## src/anps_pkg.sv

```systemverilog
// ----------------------------------------------------------------
// partner status register constants
// ----------------------------------------------------------------
package anps_pkg;

    // register indices and their byte addresses (index times four)
    localparam logic [7:0]  ANPS_IDX_ABILITY   = 8'h05;
    localparam logic [7:0]  ANPS_IDX_EXPANSION = 8'h06;
    localparam logic [7:0]  ANPS_IDX_INT_STAT  = 8'h08;
    localparam logic [7:0]  ANPS_IDX_INT_MASK  = 8'h09;
    localparam logic [7:0]  ANPS_ADR_ABILITY   = {ANPS_IDX_ABILITY[5:0], 2'b00};
    localparam logic [7:0]  ANPS_ADR_EXPANSION = {ANPS_IDX_EXPANSION[5:0], 2'b00};
    localparam logic [7:0]  ANPS_ADR_INT_STAT  = {ANPS_IDX_INT_STAT[5:0], 2'b00};
    localparam logic [7:0]  ANPS_ADR_INT_MASK  = {ANPS_IDX_INT_MASK[5:0], 2'b00};

    // partner ability field positions
    localparam int          ANPS_AB_MORE_PAGES = 15;
    localparam int          ANPS_AB_ACK        = 14;
    localparam int          ANPS_AB_RFAULT     = 13;
    localparam int          ANPS_AB_RSVD_HI    = 12;
    localparam int          ANPS_AB_RSVD_LO    = 11;
    localparam int          ANPS_AB_PAUSE      = 10;
    localparam int          ANPS_AB_FOUR_PAIR  = 9;
    localparam int          ANPS_AB_FAST_FDX   = 8;
    localparam int          ANPS_AB_FAST_HDX   = 7;
    localparam int          ANPS_AB_TEN_FDX    = 6;
    localparam int          ANPS_AB_TEN_HDX    = 5;
    localparam int          ANPS_AB_SEL_HI     = 4;
    localparam int          ANPS_AB_SEL_LO     = 0;

    // expansion field positions
    localparam int          ANPS_EX_PDF        = 4;
    localparam int          ANPS_EX_LP_NP      = 3;
    localparam int          ANPS_EX_LOCAL_NP   = 2;
    localparam int          ANPS_EX_PAGE_RX    = 1;
    localparam int          ANPS_EX_LP_AN      = 0;

    // interrupt status and mask bit positions
    localparam int          ANPS_INT_PAGE      = 0;
    localparam int          ANPS_INT_PDF       = 1;
    localparam int          ANPS_INT_AN        = 2;
    localparam int          ANPS_INT_W         = 3;

    // values after reset and fixed values
    localparam logic [15:0] ANPS_ABILITY_RST   = 16'h0000;
    localparam logic [4:0]  ANPS_SEL_RST       = 5'h00;
    localparam logic [2:0]  ANPS_INT_RST       = 3'h0;
    localparam logic [1:0]  ANPS_RSVD_AB_VAL   = 2'h0;
    localparam logic [10:0] ANPS_RSVD_EX_VAL   = 11'h000;
    localparam logic        ANPS_LOCAL_NP_VAL  = 1'b0;

endpackage : anps_pkg

```

## src/anps_partner_status.sv

```systemverilog
`timescale 1ns/1ps
`default_nettype none

module anps_partner_status
(
    input  wire logic        clk,
    input  wire logic        nrst,
    // wishbone classic slave
    input  wire logic        wb_cyc_i,
    input  wire logic        wb_stb_i,
    input  wire logic        wb_we_i,
    input  wire logic [7:0]  wb_adr_i,
    input  wire logic [3:0]  wb_sel_i,
    input  wire logic [31:0] wb_dat_i,
    output var  logic [31:0] wb_dat_o,
    output var  logic        wb_ack_o,
    // from the negotiation state machine
    input  wire logic        page_rx_stb,
    input  wire logic [15:0] page_word,
    input  wire logic        partner_an_detected,
    input  wire logic        parallel_fault,
    // interrupt
    output var  logic        irq
);

    // ------------------------------------------------------------
    // bus decode
    // ------------------------------------------------------------
    logic        bus_acc;
    logic        bus_rd;
    logic        bus_wr;
    logic        rd_exp_acc;
    logic        wr_stat;
    logic        wr_mask;
    logic [31:0] nxt_rdata;

    // one access per request, ack gives the bubble between two
    assign bus_acc    = wb_cyc_i && wb_stb_i && !wb_ack_o;
    assign bus_rd     = bus_acc && !wb_we_i;
    assign bus_wr     = bus_acc && wb_we_i && wb_sel_i[0];
    assign rd_exp_acc = bus_rd && (wb_adr_i == anps_pkg::ANPS_ADR_EXPANSION);
    assign wr_stat    = bus_wr && (wb_adr_i == anps_pkg::ANPS_ADR_INT_STAT);
    assign wr_mask    = bus_wr && (wb_adr_i == anps_pkg::ANPS_ADR_INT_MASK);

    // ------------------------------------------------------------
    // partner ability register
    // ------------------------------------------------------------
    logic [15:0] partner_ability_ff;
    logic [15:0] nxt_partner_ability;

    // map a received code word onto the ability fields
    always_comb
    begin
        nxt_partner_ability = partner_ability_ff;
        if (page_rx_stb)
        begin
            nxt_partner_ability[anps_pkg::ANPS_AB_MORE_PAGES] =
                page_word[anps_pkg::ANPS_AB_MORE_PAGES];
            nxt_partner_ability[anps_pkg::ANPS_AB_ACK] =
                page_word[anps_pkg::ANPS_AB_ACK];
            nxt_partner_ability[anps_pkg::ANPS_AB_RFAULT] =
                page_word[anps_pkg::ANPS_AB_RFAULT];
            nxt_partner_ability[anps_pkg::ANPS_AB_RSVD_HI:anps_pkg::ANPS_AB_RSVD_LO] =
                anps_pkg::ANPS_RSVD_AB_VAL;
            nxt_partner_ability[anps_pkg::ANPS_AB_PAUSE] =
                page_word[anps_pkg::ANPS_AB_PAUSE];
            nxt_partner_ability[anps_pkg::ANPS_AB_FOUR_PAIR] =
                page_word[anps_pkg::ANPS_AB_FOUR_PAIR];
            nxt_partner_ability[anps_pkg::ANPS_AB_FAST_FDX] =
                page_word[anps_pkg::ANPS_AB_FAST_FDX];
            nxt_partner_ability[anps_pkg::ANPS_AB_FAST_HDX] =
                page_word[anps_pkg::ANPS_AB_FAST_HDX];
            nxt_partner_ability[anps_pkg::ANPS_AB_TEN_FDX] =
                page_word[anps_pkg::ANPS_AB_TEN_FDX];
            nxt_partner_ability[anps_pkg::ANPS_AB_TEN_HDX] =
                page_word[anps_pkg::ANPS_AB_TEN_HDX];
            nxt_partner_ability[anps_pkg::ANPS_AB_SEL_HI:anps_pkg::ANPS_AB_SEL_LO] =
                page_word[anps_pkg::ANPS_AB_SEL_HI:anps_pkg::ANPS_AB_SEL_LO];
        end
    end

    // only the state machine updates it, bus writes never reach it
    always_ff @(posedge clk or negedge nrst)
    begin
        if (!nrst)
        begin
            partner_ability_ff <= anps_pkg::ANPS_ABILITY_RST;
        end
        else
        begin
            partner_ability_ff <= nxt_partner_ability;
        end
    end

    // ------------------------------------------------------------
    // expansion register
    // ------------------------------------------------------------
    logic        pdf_ff;
    logic        page_rx_ff;
    logic        partner_autoneg_capable_ff;
    logic [15:0] expansion;

    // fault latches high, read clears it only once the fault is gone
    anps_sticky u_pdf
    (
        .clk     (clk),
        .nrst    (nrst),
        .set     (parallel_fault),
        .clr     (rd_exp_acc),
        .flag_ff (pdf_ff)
    );

    // new page flag, a page arriving with the read is kept
    anps_sticky u_page
    (
        .clk     (clk),
        .nrst    (nrst),
        .set     (page_rx_stb),
        .clr     (rd_exp_acc),
        .flag_ff (page_rx_ff)
    );

    // partner autonegotiation capability tracks the detector
    always_ff @(posedge clk or negedge nrst)
    begin
        if (!nrst)
        begin
            partner_autoneg_capable_ff <= 1'b0;
        end
        else
        begin
            partner_autoneg_capable_ff <= partner_an_detected;
        end
    end

    // assemble the expansion view
    always_comb
    begin
        expansion = 16'h0000;
        expansion[15:5] = anps_pkg::ANPS_RSVD_EX_VAL;
        expansion[anps_pkg::ANPS_EX_PDF] = pdf_ff;
        expansion[anps_pkg::ANPS_EX_LP_NP] =
            partner_ability_ff[anps_pkg::ANPS_AB_MORE_PAGES];
        expansion[anps_pkg::ANPS_EX_LOCAL_NP] =
            anps_pkg::ANPS_LOCAL_NP_VAL;
        expansion[anps_pkg::ANPS_EX_PAGE_RX] = page_rx_ff;
        expansion[anps_pkg::ANPS_EX_LP_AN] = partner_autoneg_capable_ff;
    end

    // ------------------------------------------------------------
    // interrupt status and mask
    // ------------------------------------------------------------
    logic [2:0] int_stat_ff;
    logic [2:0] int_mask_ff;
    logic [2:0] int_evt;
    logic       fault_prev_ff;
    logic       an_prev_ff;

    // remember inputs to catch rising edges
    always_ff @(posedge clk or negedge nrst)
    begin
        if (!nrst)
        begin
            fault_prev_ff <= 1'b0;
            an_prev_ff    <= 1'b0;
        end
        else
        begin
            fault_prev_ff <= parallel_fault;
            an_prev_ff    <= partner_an_detected;
        end
    end

    // events: new page, fault start, partner capable found
    assign int_evt[anps_pkg::ANPS_INT_PAGE] = page_rx_stb;
    assign int_evt[anps_pkg::ANPS_INT_PDF]  = parallel_fault && !fault_prev_ff;
    assign int_evt[anps_pkg::ANPS_INT_AN]   = partner_an_detected && !an_prev_ff;

    // sticky status bits, write one to clear
    genvar gi;
    generate
        for (gi = 0; gi < anps_pkg::ANPS_INT_W; gi++)
        begin : g_int
            anps_sticky u_st
            (
                .clk     (clk),
                .nrst    (nrst),
                .set     (int_evt[gi]),
                .clr     (wr_stat && wb_dat_i[gi]),
                .flag_ff (int_stat_ff[gi])
            );
        end
    endgenerate

    // mask register, software steers the interrupt line
    always_ff @(posedge clk or negedge nrst)
    begin
        if (!nrst)
        begin
            int_mask_ff <= anps_pkg::ANPS_INT_RST;
        end
        else if (wr_mask)
        begin
            int_mask_ff <= wb_dat_i[2:0];
        end
    end

    // level interrupt while any unmasked bit is set
    always_ff @(posedge clk or negedge nrst)
    begin
        if (!nrst)
        begin
            irq <= 1'b0;
        end
        else
        begin
            irq <= |(int_stat_ff & int_mask_ff);
        end
    end

    // ------------------------------------------------------------
    // read mux and bus answer
    // ------------------------------------------------------------
    // unmapped addresses read zero, all writes except int regs ignored
    always_comb
    begin
        nxt_rdata = 32'h0000_0000;
        case (wb_adr_i)
            anps_pkg::ANPS_ADR_ABILITY:   nxt_rdata[15:0] = partner_ability_ff;
            anps_pkg::ANPS_ADR_EXPANSION: nxt_rdata[15:0] = expansion;
            anps_pkg::ANPS_ADR_INT_STAT:  nxt_rdata[2:0]  = int_stat_ff;
            anps_pkg::ANPS_ADR_INT_MASK:  nxt_rdata[2:0]  = int_mask_ff;
            default:                      nxt_rdata       = 32'h0000_0000;
        endcase
    end

    // ack one cycle after the request, dropped the next cycle
    always_ff @(posedge clk or negedge nrst)
    begin
        if (!nrst)
        begin
            wb_ack_o <= 1'b0;
        end
        else
        begin
            wb_ack_o <= bus_acc;
        end
    end

    // read data sampled with the access, zero otherwise
    always_ff @(posedge clk or negedge nrst)
    begin
        if (!nrst)
        begin
            wb_dat_o <= 32'h0000_0000;
        end
        else if (bus_rd)
        begin
            wb_dat_o <= nxt_rdata;
        end
        else
        begin
            wb_dat_o <= 32'h0000_0000;
        end
    end
endmodule : anps_partner_status

`default_nettype wire

```

## src/anps_sticky.sv

```systemverilog
`timescale 1ns/1ps
`default_nettype none

// ----------------------------------------------------------------
// sticky flag: set wins over clear
// ----------------------------------------------------------------
module anps_sticky
(
    input  wire logic clk,
    input  wire logic nrst,
    input  wire logic set,
    input  wire logic clr,
    output var  logic flag_ff
);

    // hold until cleared, an event in the clearing cycle survives
    always_ff @(posedge clk or negedge nrst)
    begin
        if (!nrst)
        begin
            flag_ff <= 1'b0;
        end
        else if (set)
        begin
            flag_ff <= 1'b1;
        end
        else if (clr)
        begin
            flag_ff <= 1'b0;
        end
    end

endmodule : anps_sticky

`default_nettype wire
```

## config.mk

```make
export PLATFORM = sky130hd
export DESIGN_NAME = anps_partner_status
export DESIGN_NICKNAME = d
export VERILOG_FILES = /design/src/anps_pkg.sv /design/src/anps_partner_status.sv /design/src/anps_sticky.sv
export SDC_FILE = /design/constraint.sdc
export NUM_CORES = 1
export LEC_CHECK = 0
export BUFFER_PORTS_ARGS = -buffer_cell sky130_fd_sc_hd__buf_2
export CORE_MARGIN = 2
export CORE_UTILIZATION = 43
export CTS_CLUSTER_DIAMETER = 80
export CTS_CLUSTER_SIZE = 12
export DETAILED_ROUTE_END_ITERATION = 12
export GPL_TIMING_DRIVEN = 0
export PLACE_DENSITY = 0.83
export SLEW_MARGIN = 20
export SYNTH_ARGS = -nofsm -noshare
export SYNTH_HDL_FRONTEND = slang
export SYNTH_HIERARCHICAL = 1
export SYNTH_SLANG_ARGS = --single-unit
```

## constraint.sdc

```tcl
create_clock -name clk -period 1.6 [get_ports clk]
set_clock_uncertainty 0.05 [all_clocks]
set_input_delay 0.48 -clock clk [delete_from_list [all_inputs] [get_ports clk]]
set_output_delay 0.48 -clock clk [all_outputs]
set_load 0.05 [all_outputs]
```

==> impl_results.md, run 1 <==
* Unrepaired setup endpoints after global routing: yes
* Total wire length after detailed routing at 3403 µm
* Most common cell after layout, fill and taps aside: sky130_fd_sc_hd__buf_2
* Logic depth of the worst setup path including buffers at 6
* Critical path capture point type: register
* Mean cell area of the mapped netlist at 13.01 µm²
* Crit path buf inv count at 2
* Hold_ws at 0.2562 ns
* Count of flip-flops with a built-in enable after synthesis at 0
* Final min period at 1.759 ns
* Final Max Tran Viols at 0
* Height of the die at 68.37 µm
* # clock sinks at 40
* Share of synthesized area occupied by flip-flops and latches at 0.5618
* Power Internal at 1530 µW
* Net count reported at finish at 286
* Critical path startpoint category: input port
* Static leakage power at 0.001224 µW
* Effective utilization at floorplan at 0.4454
* Number of antenna diodes at 0
* Yosys Warn Count at 6
* Maximum fanout along the worst path at 4
* Transition time at the pin with the least slew margin at 0.8589 ns
* Number of clock buffers inserted by TritonCTS at 5
* I/O Pins at 102
* Instance count after placement with tap cells included at 253
* # hold bufs at CTS at 0
* Post-synthesis sequential element count at 40
* Gate count after technology mapping at 137
* Core area at 0.004000 mm²
* Largest net degree at the start of global routing at 41
* Clock tree from TritonCTS: done
* Max-cap check violation count at 0
* Series of cell instances along the critical path: buf_8 > or4b_4 > nor4_4 > nor3b_4 > inv_1 > a21o_1
* Clock Pin Slew Worst Setup and Hold Paths at 0.07 ns
* Final setup violation count at 19
* Net load switching power at 514.2 µW
* Max-Slew Margin vs Limit at 0.4274
* Die outline width at 68.37 µm
* Summed instance area of the synthesized netlist at 0.001782 mm²
* Outcome: finished, violations left
* Number of iterations in the first detailed-routing pass at 4
* Fraction of power spent switching nets at 0.2515
* Final routed DRC violation total at 0
* Delay of the slowest cell on the worst path at 0.56 ns
* Share of flip-flops with an asynchronous set or reset after synthesis at 1.000
* Final hold violation count at 0
* Worst-skew pair later-pin latency at 0.28 ns
* Violation count after the first detailed-routing iteration at 66
* Routed length per instance at 12.65 µm
* Top library cells by usage in the layout, fill and taps aside: 43 x sky130_fd_sc_hd__buf_2, 40 x sky130_fd_sc_hd__dfrtp_1, 28 x sky130_fd_sc_hd__buf_4
* Layout overhead on the synthesized area at 34.62%
* Tightest Hold Check Type: in -> async
* Combinational group share of total power at 0.154
* Slack of the worst reg-to-reg path at 0.04 ns
* Via-per-instance ratio at 4.524
* Largest delay share family, worst path: simple AND/OR/NAND/NOR gates
* Total congestion overflow at 0
* Number of distinct library cell variants in the gate-level netlist after synthesis at 28
* DP HPWL at 2422 µm
* Slowest stage cell, crit path: sky130_fd_sc_hd__or4b_4
* Peak ir drop on the vdd network at 0.5132 mV
* Power density over the cells at 852.2 mW/mm²
* Root buf cell: sky130_fd_sc_hd__clkbuf_8
* Initial antenna violation count at 0
* Fraction of layout cells with a size suffix above 1 at 0.5023
* Clock power frac at 0.322
* Row count at 23
* Wire length of the first global-routing pass at 5078 µm
* Buffer depth of the longest clock path at 2
* H-tree levels at 2
* Portion of the clock cycle consumed by the worst path in the final layout at 1.099
* Failing checks: setup timing
* Count of nets left with antenna violations after detail routing at 0
* Length in cells of the worst reg-to-reg path at 3
* Number of global-route vias before repair at 1099
* Required time of the critical path at 1.72 ns
* Total track usage at 0.1555
* Count of buffers inserted at the top-level ports at 49
* Via total after detailed routing at 1217
* Post-Layout Cell Count at 269
* Max Clk Rate at 568.6 MHz
* Final critical-path setup slack at -0.1586 ns
* Portion of total power attributed to sequential cells at 0.524
* Leading register cell type out of synthesis: sky130_fd_sc_hd__dfrtp_1
* Data arrival time of the critical path at 1.88 ns
* Setup CP Type: in -> reg
* Die ar. at 0.004674 mm²
* RePlAce Congestion at 0.8794
==> what timing repair did <==
item | 4_1_cts | 5_1_grt
pin swaps | 10 | 6
setup endpoints to repair | 19 | 21
resized for setup | 12 | 5
gates cloned | 0 | 0
setup buffers | 8 | 3
==> per-stage QoR <==
stage / setup slack, ns / area, µm² / power (µW) / util / TNS (ns)
after detailed placement: -0.6188 / 2166 / 1378 / 0.5414 / -10.10
after global routing: -0.1990 / 2399 / 2160 / 0.5996 / -2.243
after floorplan: -0.2908 / 1858 / 1286 / - / -3.046
after global placement: -0.5511 / 2166 / 1372 / 0.5414 / -9.621
after CTS: -0.1378 / 2375 / 2058 / 0.5937 / -1.156
final: -0.1586 / 2399 / 2044 / 0.5996 / -1.424
==> flip-flops by register name (all words and copies together), names as in the netlist <==
name	count
fault_prev_ff	1
wb_dat_o	14
g_int.u_st/flag_ff	3
partner_ability_ff	14
u_pdf/flag_ff	1
wb_ack_o	1
irq	1
u_page/flag_ff	1
int_mask_ff	3
an_prev_ff	1
==> power groups by stage <==
stage	sequential, µW	combinational, µW	clock (µW)
finish	1070	314	659
global route	1070	339	747
CTS	1070	306	681
detailed placement	1090	288	0
global placement	1090	283	0
floorplan	1090	195	0
==> cell type report <==
cell class | instances | area, µm²
well taps | 50 | 62.56
inverters | 7 | 26.28
multi-input cells | 87 | 725.7
fillers | 338 | 1602
repair buffers | 57 | 346.6
clock buffers | 8 | 90.09
flip-flops and latches | 40 | 1001
plain buffers | 20 | 146.4
==> metal layers <==
layer,global-route usage,wire (µm),up-vias
met1,0.1934,1434,573
met2,0.2476,1758,35
met5,0,0,-
li1,-,-,607
met4,0.08000,40,0
met3,0.04276,170,2
==> worst paths after layout <==
check | from | end
max | wb_adr_i[6] | u_page/flag_ff
min | nrst | wb_dat_o[0]
max reg2reg | wb_ack_o | int_mask_ff[0]
min reg2reg | partner_ability_ff[13] | wb_dat_o[13]
max in group asynchronous | nrst | wb_dat_o[8]
min in group clk | partner_an_detected | an_prev_ff
==> cell families after synthesis <==
logic type      count (synthesis)  share of synthesized area
compound gates                 16                    0.07233
buf+inv                        27                    0.09550
flops                          40                     0.5618
mux                            17                     0.1074
other cells                     1                   0.002105
simple gates                   36                     0.1608
==> synth_stat cells (3+ instances only) <==
library cell / instances / area [µm²]
sky130_fd_sc_hd__a21o_1: 5 / 37.54
sky130_fd_sc_hd__a222oi_1: 3 / 30.03
sky130_fd_sc_hd__a22o_1: 5 / 43.79
sky130_fd_sc_hd__and2_1: 12 / 75.07
sky130_fd_sc_hd__buf_4: 18 / 135.1
sky130_fd_sc_hd__dfrtp_1: 40 / 1001
sky130_fd_sc_hd__inv_1: 7 / 26.28
sky130_fd_sc_hd__mux2_1: 3 / 33.78
sky130_fd_sc_hd__mux2_2: 14 / 157.7
sky130_fd_sc_hd__nor2_1: 5 / 18.77
sky130_fd_sc_hd__nor4_1: 3 / 18.77
Power figures use the tool's default switching activity.
==> inputs of run 2 (changes only) <==
--- a/config.mk
+++ b/config.mk
@@ -13,6 +13,7 @@
 export DETAILED_ROUTE_END_ITERATION = 12
 export GPL_TIMING_DRIVEN = 0
 export PLACE_DENSITY = 0.83
+export RECOVER_POWER = 50
 export SLEW_MARGIN = 20
 export SYNTH_ARGS = -nofsm -noshare
 export SYNTH_HDL_FRONTEND = slang
==> impl_results.md, run 2 (synthesized netlist as in run 1, its figures left out) <==
* Critical path capture point type: register
* Largest net degree at the start of global routing at 41 (unchanged)
* Final Max Tran Viols at 0 (unchanged)
* End-of-flow core utilization at 0.5993 (about the same)
* Number of antenna diodes at 0 (unchanged)
* Count of fill cells added during filler insertion at 338 (unchanged)
* Transition time at the pin with the least slew margin at 0.9614 ns (+0.1025 ns)
* Outcome: finished, violations left
* Most common cell after layout, fill and taps aside: sky130_fd_sc_hd__buf_2
* Layout overhead on the synthesized area at 34.55% (about the same)
* Final critical-path setup slack at -0.1586 ns (unchanged)
* Biggest registers after layout: partner_ability_ff (14), wb_dat_o (14)
* Delay of the slowest cell on the worst path at 0.56 ns (about the same)
* Maximum fanout along the worst path at 4 (unchanged)
* Failing checks: setup timing
* Buffer depth of the longest clock path at 2 (unchanged)
* Portion of the clock cycle consumed by the worst path in the final layout at 1.099 (unchanged)
* Power density over the cells at 852.5 mW/mm² (about the same)
* Count of buffers inserted at the top-level ports at 49 (unchanged)
* Clock tree from TritonCTS: done
* Number of clock buffers inserted by TritonCTS at 5 (unchanged)
* Worst-skew pair later-pin latency at 0.28 ns (about the same)
* Final min period at 1.759 ns (unchanged)
* Die ar. at 0.004674 mm² (unchanged)
* Wire length of the first global-routing pass at 5078 µm (unchanged)
* Instance count after placement with tap cells included at 253 (unchanged)
* Die outline width at 68.37 µm (unchanged)
* Total wire length after detailed routing at 3405 µm (about the same)
* Series of cell instances along the critical path: buf_8 > or4b_4 > nor4_4 > nor3b_4 > inv_1 > a21o_1
* Post-Layout Cell Count at 269 (unchanged)
* Max Clk Rate at 568.6 MHz (unchanged)
* Routed length per instance at 12.66 µm (about the same)
* Violation count after the first detailed-routing iteration at 66 (unchanged)
* Total congestion overflow at 0 (unchanged)
* Number of global-route vias before repair at 1099 (unchanged)
* Core area at 0.004000 mm² (unchanged)
* Height of the die at 68.37 µm (unchanged)
* Critical path startpoint category: input port
* Final hold violation count at 0 (unchanged)
* Setup CP Type: in -> reg
* Final routed DRC violation total at 0 (unchanged)
* H-tree levels at 2 (unchanged)
* Via-per-instance ratio at 4.524 (unchanged)
* Crit path buf inv count at 2 (unchanged)
* Slowest stage cell, crit path: sky130_fd_sc_hd__or4b_4
* DP HPWL at 2422 µm (unchanged)
* Final setup violation count at 19 (unchanged)
* Max-cap check violation count at 0 (unchanged)
* Net count reported at finish at 286 (unchanged)
* Total track usage at 0.1555 (unchanged)
* I/O Pins at 102 (unchanged)
* # hold bufs at CTS at 0 (unchanged)
* Required time of the critical path at 1.72 ns (about the same)
* Via total after detailed routing at 1217 (unchanged)
* Clock Pin Slew Worst Setup and Hold Paths at 0.07 ns (about the same)
* Sum Neg Setup Slack at -1.424 ns (unchanged)
* Fraction of layout cells with a size suffix above 1 at 0.4977 (-0.004566)
* Peak ir drop on the vdd network at 0.5132 mV (about the same)
* Data arrival time of the critical path at 1.88 ns (about the same)
* Initial antenna violation count at 0 (unchanged)
* Unrepaired setup endpoints after global routing: yes
* Row count at 23 (unchanged)
* Area taken by multi-input logic gates at 725.7 µm² (unchanged)
* Register area at 0.001001 mm² (unchanged)
* Effective utilization at floorplan at 0.4454 (unchanged)
* Count of nets left with antenna violations after detail routing at 0 (unchanged)
* Largest delay share family, worst path: simple AND/OR/NAND/NOR gates
* RePlAce Congestion at 0.8794 (unchanged)
* # clock sinks at 40 (unchanged)
* Tightest Hold Check Type: in -> reg
* Root buf cell: sky130_fd_sc_hd__clkbuf_8
* Static leakage power at 0.001222 µW (-0.21%)
* Number of iterations in the first detailed-routing pass at 4 (unchanged)
* Max-Slew Margin vs Limit at 0.3591 (-0.06832)
* Top library cells by usage in the layout, fill and taps aside: 41 x sky130_fd_sc_hd__buf_2, 40 x sky130_fd_sc_hd__dfrtp_1, 28 x sky130_fd_sc_hd__buf_4
-- run 2: cell types whose count changed in the layout (fill, tap and decap cells not counted) --
cell / change
sky130_fd_sc_hd__clkbuf_1: +1
sky130_fd_sc_hd__clkbuf_2: +1
sky130_fd_sc_hd__buf_2: -2
-- run 2: routing by layer --
| layer | share of wire | track usage |
|---|---|---|
| met1 | 0.42 | 0.1934 |
| met4 | 0.012 | 0.08000 |
| met5 | 0 | 0 |
| met2 | 0.52 | 0.2476 |
| met3 | 0.050 | 0.04276 |
-- run 2: final cells by class --
cell class	instances	area share
sequential	40	0.4175
multi-input combinational	87	0.3027
timing repair buffer	57	0.1440
buffer	20	0.06106
clock buffer	8	0.03758
tap	50	0.02610
inverter	7	0.01096
-- run 2: power breakdown --
group	switching (µW)	internal (µW)
sequential	19.3	1050
clock	308	351
combinational	187	127
total	514	1530
-- run 2: worst paths after layout --
kind	from	end	slack (ns)	cells after the start
max	wb_adr_i[6]	u_page/flag_ff	-0.16	6
min	partner_an_detected	an_prev_ff	0.26	1
max reg2reg	wb_ack_o	int_mask_ff[0]	0.04	3
min reg2reg	partner_ability_ff[13]	wb_dat_o[13]	0.43	1
max in group asynchronous	nrst	wb_dat_o[8]	0.61	1
min in group asynchronous	nrst	wb_dat_o[0]	0.29	1
-- run 2: timing repair --
item	in CTS	in global routing
pin swaps	10	6
setup buffers	8	3
gates resized for setup	12	5
endpoints found under the setup margin	19	21
cloned	0	0
-- run 2: stage by stage --
step	area, µm²	power (µW)	setup WS, ns	hold slack [ns]
global route	2397	2160	-0.1990	0.2485
floorplan	1858	1286	-0.2908	0.1344
CTS	2375	2058	-0.1378	0.2546
global placement	2166	1372	-0.5511	0.4068
detailed placement	2166	1378	-0.6188	0.4128
finish	2397	2044	-0.1586	0.2649
==> inputs of run 3 (changes only) <==
--- a/config.mk
+++ b/config.mk
@@ -11,11 +11,11 @@
 export CTS_CLUSTER_DIAMETER = 80
 export CTS_CLUSTER_SIZE = 12
 export DETAILED_ROUTE_END_ITERATION = 12
+export GPL_ROUTABILITY_DRIVEN = 1
 export GPL_TIMING_DRIVEN = 0
 export PLACE_DENSITY = 0.83
 export RECOVER_POWER = 50
 export SLEW_MARGIN = 20
 export SYNTH_ARGS = -nofsm -noshare
 export SYNTH_HDL_FRONTEND = slang
-export SYNTH_HIERARCHICAL = 1
 export SYNTH_SLANG_ARGS = --single-unit
==> impl_results.md, run 3 <==
* Outcome: finished, violations left
* Failing checks: setup timing
* Share of synthesized area occupied by flip-flops and latches at 0.5722 (+0.01045)
* Final hold violation count at 0 (unchanged)
* Fraction of layout cells with a size suffix above 1 at 0.5023 (+0.004631)
* Max Clk Rate at 595.2 MHz (+4.7%)
* Total congestion overflow at 0 (unchanged)
* Gate count after technology mapping at 135 (-1.5%)
* Top cell types by occurrence after synthesis: 40 x sky130_fd_sc_hd__dfrtp_1, 18 x sky130_fd_sc_hd__buf_4, 17 x sky130_fd_sc_hd__mux2_2, 10 x sky130_fd_sc_hd__and2_1, 7 x sky130_fd_sc_hd__a22o_1
* Worst reg2reg startpoint: wb_ack_o
* Max-cap check violation count at 0 (unchanged)
* Row count at 23 (unchanged)
* Core area at 0.003971 mm² (-0.72%)
* Via total after detailed routing at 1203 (-1.2%)
* Portion of the clock cycle consumed by the worst path in the final layout at 1.050 (-0.04913)
* Data arrival time of the critical path at 1.80 ns (-0.08 ns)
* Hold_ws at 0.2814 ns (+0.01646 ns)
* Clock tree from TritonCTS: done
* Tightest Hold Check Type: in -> async
* Routed length per instance at 12.13 µm (-4.1%)
* # hold bufs at CTS at 0 (unchanged)
* Post-Layout Cell Count at 263 (-2.2%)
* Required time of the critical path at 1.72 ns (about the same)
* Summed instance area of the synthesized netlist at 0.001749 mm² (-1.8%)
* End-of-flow core utilization at 0.5876 (-0.01172)
* Count of buffers inserted at the top-level ports at 48 (-2.0%)
* Maximum fanout along the worst path at 4 (unchanged)
* Net count reported at finish at 280 (-2.1%)
* Sum Neg Setup Slack at -0.1612 ns (+1.263 ns)
* Post-synthesis sequential element count at 40 (unchanged)
* Die outline width at 67.78 µm (-0.86%)
* Area fraction of the dominant cell type after synthesis at 0.5722 (+0.01045)
* Final min period at 1.680 ns (-0.07861 ns)
* Delay of the slowest cell on the worst path at 0.58 ns (+0.02 ns)
* Count of nets left with antenna violations after detail routing at 0 (unchanged)
* Critical path startpoint category: input port
* Worst-skew pair later-pin latency at 0.28 ns (about the same)
* Total track usage at 0.1468 (-0.008739)
* Series of cell instances along the critical path: buf_6 > or4b_4 > nor4_4 > mux2_2
* Crit path buf inv count at 1 (-1)
* Layout overhead on the synthesized area at 33.40%
* Effective utilization at floorplan at 0.4405 (-0.004964)
* Number of antenna diodes at 0 (unchanged)
* Largest delay share family, worst path: simple AND/OR/NAND/NOR gates
* Setup CP Type: in -> reg
* Launch point of the worst path: wb_adr_i[4]
* Top library cells by usage in the layout, fill and taps aside: 39 x sky130_fd_sc_hd__dfrtp_1, 39 x sky130_fd_sc_hd__buf_2, 25 x sky130_fd_sc_hd__buf_4
* Height of the die at 67.78 µm (-0.86%)
* Number of clock buffers inserted by TritonCTS at 5 (unchanged)
* Buffer depth of the longest clock path at 2 (unchanged)
* Max-Slew Margin vs Limit at 0.3723 (+0.01322)
* Number of distinct library cell variants in the gate-level netlist after synthesis at 26 (-7.1%)
* DP HPWL at 2428 µm (+0.26%)
* Largest net degree at the start of global routing at 41 (unchanged)
* Biggest registers after layout: partner_ability_ff (14), wb_dat_o (14)
* Leading register cell type out of synthesis: sky130_fd_sc_hd__dfrtp_1
* Die ar. at 0.004594 mm² (-1.7%)
* Total wire length after detailed routing at 3191 µm (-6.3%)
* Count of flip-flops with a built-in enable after synthesis at 0 (unchanged)
* Most common cell in the netlist: sky130_fd_sc_hd__dfrtp_1
* Slowest stage cell, crit path: sky130_fd_sc_hd__or4b_4
* Peak ir drop on the vdd network at 0.7081 mV (+38%)
* Number of iterations in the first detailed-routing pass at 4 (unchanged)
* Clock Pin Slew Worst Setup and Hold Paths at 0.07 ns (about the same)
* Area contributors post-synth: sky130_fd_sc_hd__dfrtp_1 57%, sky130_fd_sc_hd__mux2_2 11%, sky130_fd_sc_hd__buf_4 7.7%
* Number of global-route vias before repair at 1151 (+4.7%)
* Critical path capture point type: register
* Cell type contributing the most total cell area after synthesis: sky130_fd_sc_hd__dfrtp_1
* Mean cell area of the mapped netlist at 12.96 µm² (-0.37%)
* Transition time at the pin with the least slew margin at 0.9416 ns (-0.01984 ns)
* Initial antenna violation count at 0 (unchanged)
* Root buf cell: sky130_fd_sc_hd__clkbuf_8
* Total placed instance area at 0.002132 mm² (-1.6%)
* Violation count after the first detailed-routing iteration at 36 (-45%)
* Unrepaired setup endpoints after global routing: yes
* Final critical-path setup slack at -0.07997 ns (+0.07861 ns)
* Final Max Tran Viols at 0 (unchanged)
* H-tree levels at 2 (unchanged)
* Final setup violation count at 3 (-16)
* Cell area after layout at 0.002333 mm² (-2.7%)
* Static leakage power at 0.001197 µW (-2.0%)
* Yosys Warn Count at 0 (-6)
* Share of flip-flops with an asynchronous set or reset after synthesis at 1.000 (unchanged)
* Final routed DRC violation total at 0 (unchanged)
* Wire length of the first global-routing pass at 4961 µm (-2.3%)
* # clock sinks at 40 (unchanged)
* Power density over the cells at 871.4 mW/mm² (+2.2%)
* RePlAce Congestion at 0.7974 (-9.3%)
* Via-per-instance ratio at 4.574 (+1.1%)
* I/O Pins at 102 (unchanged)
* Instance count after placement with tap cells included at 250 (-1.2%)
run 3: cell types whose count changed in the layout (fill, tap and decap cells not counted), moves of 2 or more:
cell                      previous run  this run
sky130_fd_sc_hd__nand2_1             1         5
sky130_fd_sc_hd__and2_1             12         9
sky130_fd_sc_hd__buf_4              28        25
sky130_fd_sc_hd__inv_1               7         4
sky130_fd_sc_hd__a21o_1              5         3
sky130_fd_sc_hd__a22o_1              5         7
sky130_fd_sc_hd__buf_2              41        39
sky130_fd_sc_hd__nor2b_1             2         0
sky130_fd_sc_hd__nor4b_2             2         0
run 3: worst register-to-register path: stages, from the launching register on:
cell	delay (ns)
sky130_fd_sc_hd__dfrtp_2	0.40
sky130_fd_sc_hd__nand3b_1	0.15
sky130_fd_sc_hd__buf_4	0.17
sky130_fd_sc_hd__nor4_4	0.39
sky130_fd_sc_hd__mux2_2	0.37
run 3: path summary, 6_finish.rpt:
check	slack, ns	depth (start not counted)	to
max	-0.08	4	int_mask_ff[1]
min	0.28	1	wb_dat_o[13]
max reg2reg	-0.03	4	int_mask_ff[1]
min in group clk	0.29	1	an_prev_ff
max in group asynchronous	0.57	1	wb_ack_o
min reg2reg	0.42	1	wb_dat_o[7]
run 3: report_power, final:
part,leakage (µW),switching [µW],internal (µW)
logic,0.000658,185,124
registers,0.000494,19.4,1050
clock network,0.0000455,302,351
run 3: area by class of cell:
class | count | area [µm²]
Fill cell | 330 | 1638
Multi-Input combinational cell | 87 | 703.2
Inverter | 4 | 15.01
Buffer | 21 | 151.4
Tap cell | 50 | 62.56
Clock buffer | 8 | 90.09
Sequential cell | 40 | 1002
Timing Repair Buffer | 53 | 309.0
run 3: metrics by stage:
stage                     worst slack, ns  power, µW
after floorplan                   -0.2003       1287
after global placement            -0.3916       1366
after detailed placement          -0.4499       1375
after CTS                        -0.09081       2041
after global routing             -0.09922       2119
final                            -0.07997       2033
run 3: cell families (layout without fill, tap and decap cells):
kind of cell / after synthesis / after routing / synth area share
compound gates: 16 / 16 / 0.07510
other cells: 1 / 18 / 0.002144
flops: 40 / 40 / 0.5722
buf+inv: 25 / 86 / 0.09227
mux: 17 / 17 / 0.1094
simple gates: 36 / 36 / 0.1488
run 3: what timing repair did:
item	in CTS	in global routing
endpoints found under the setup margin	18	19
pin swaps	2	5
setup buffers	3	2
gates resized for setup	5	15
run 3: layer usage:
layer,global-route usage,wire length (µm)
met3,0.03667,206
met5,0,0
met2,0.2439,1628
met1,0.1764,1268
met4,0.07500,87
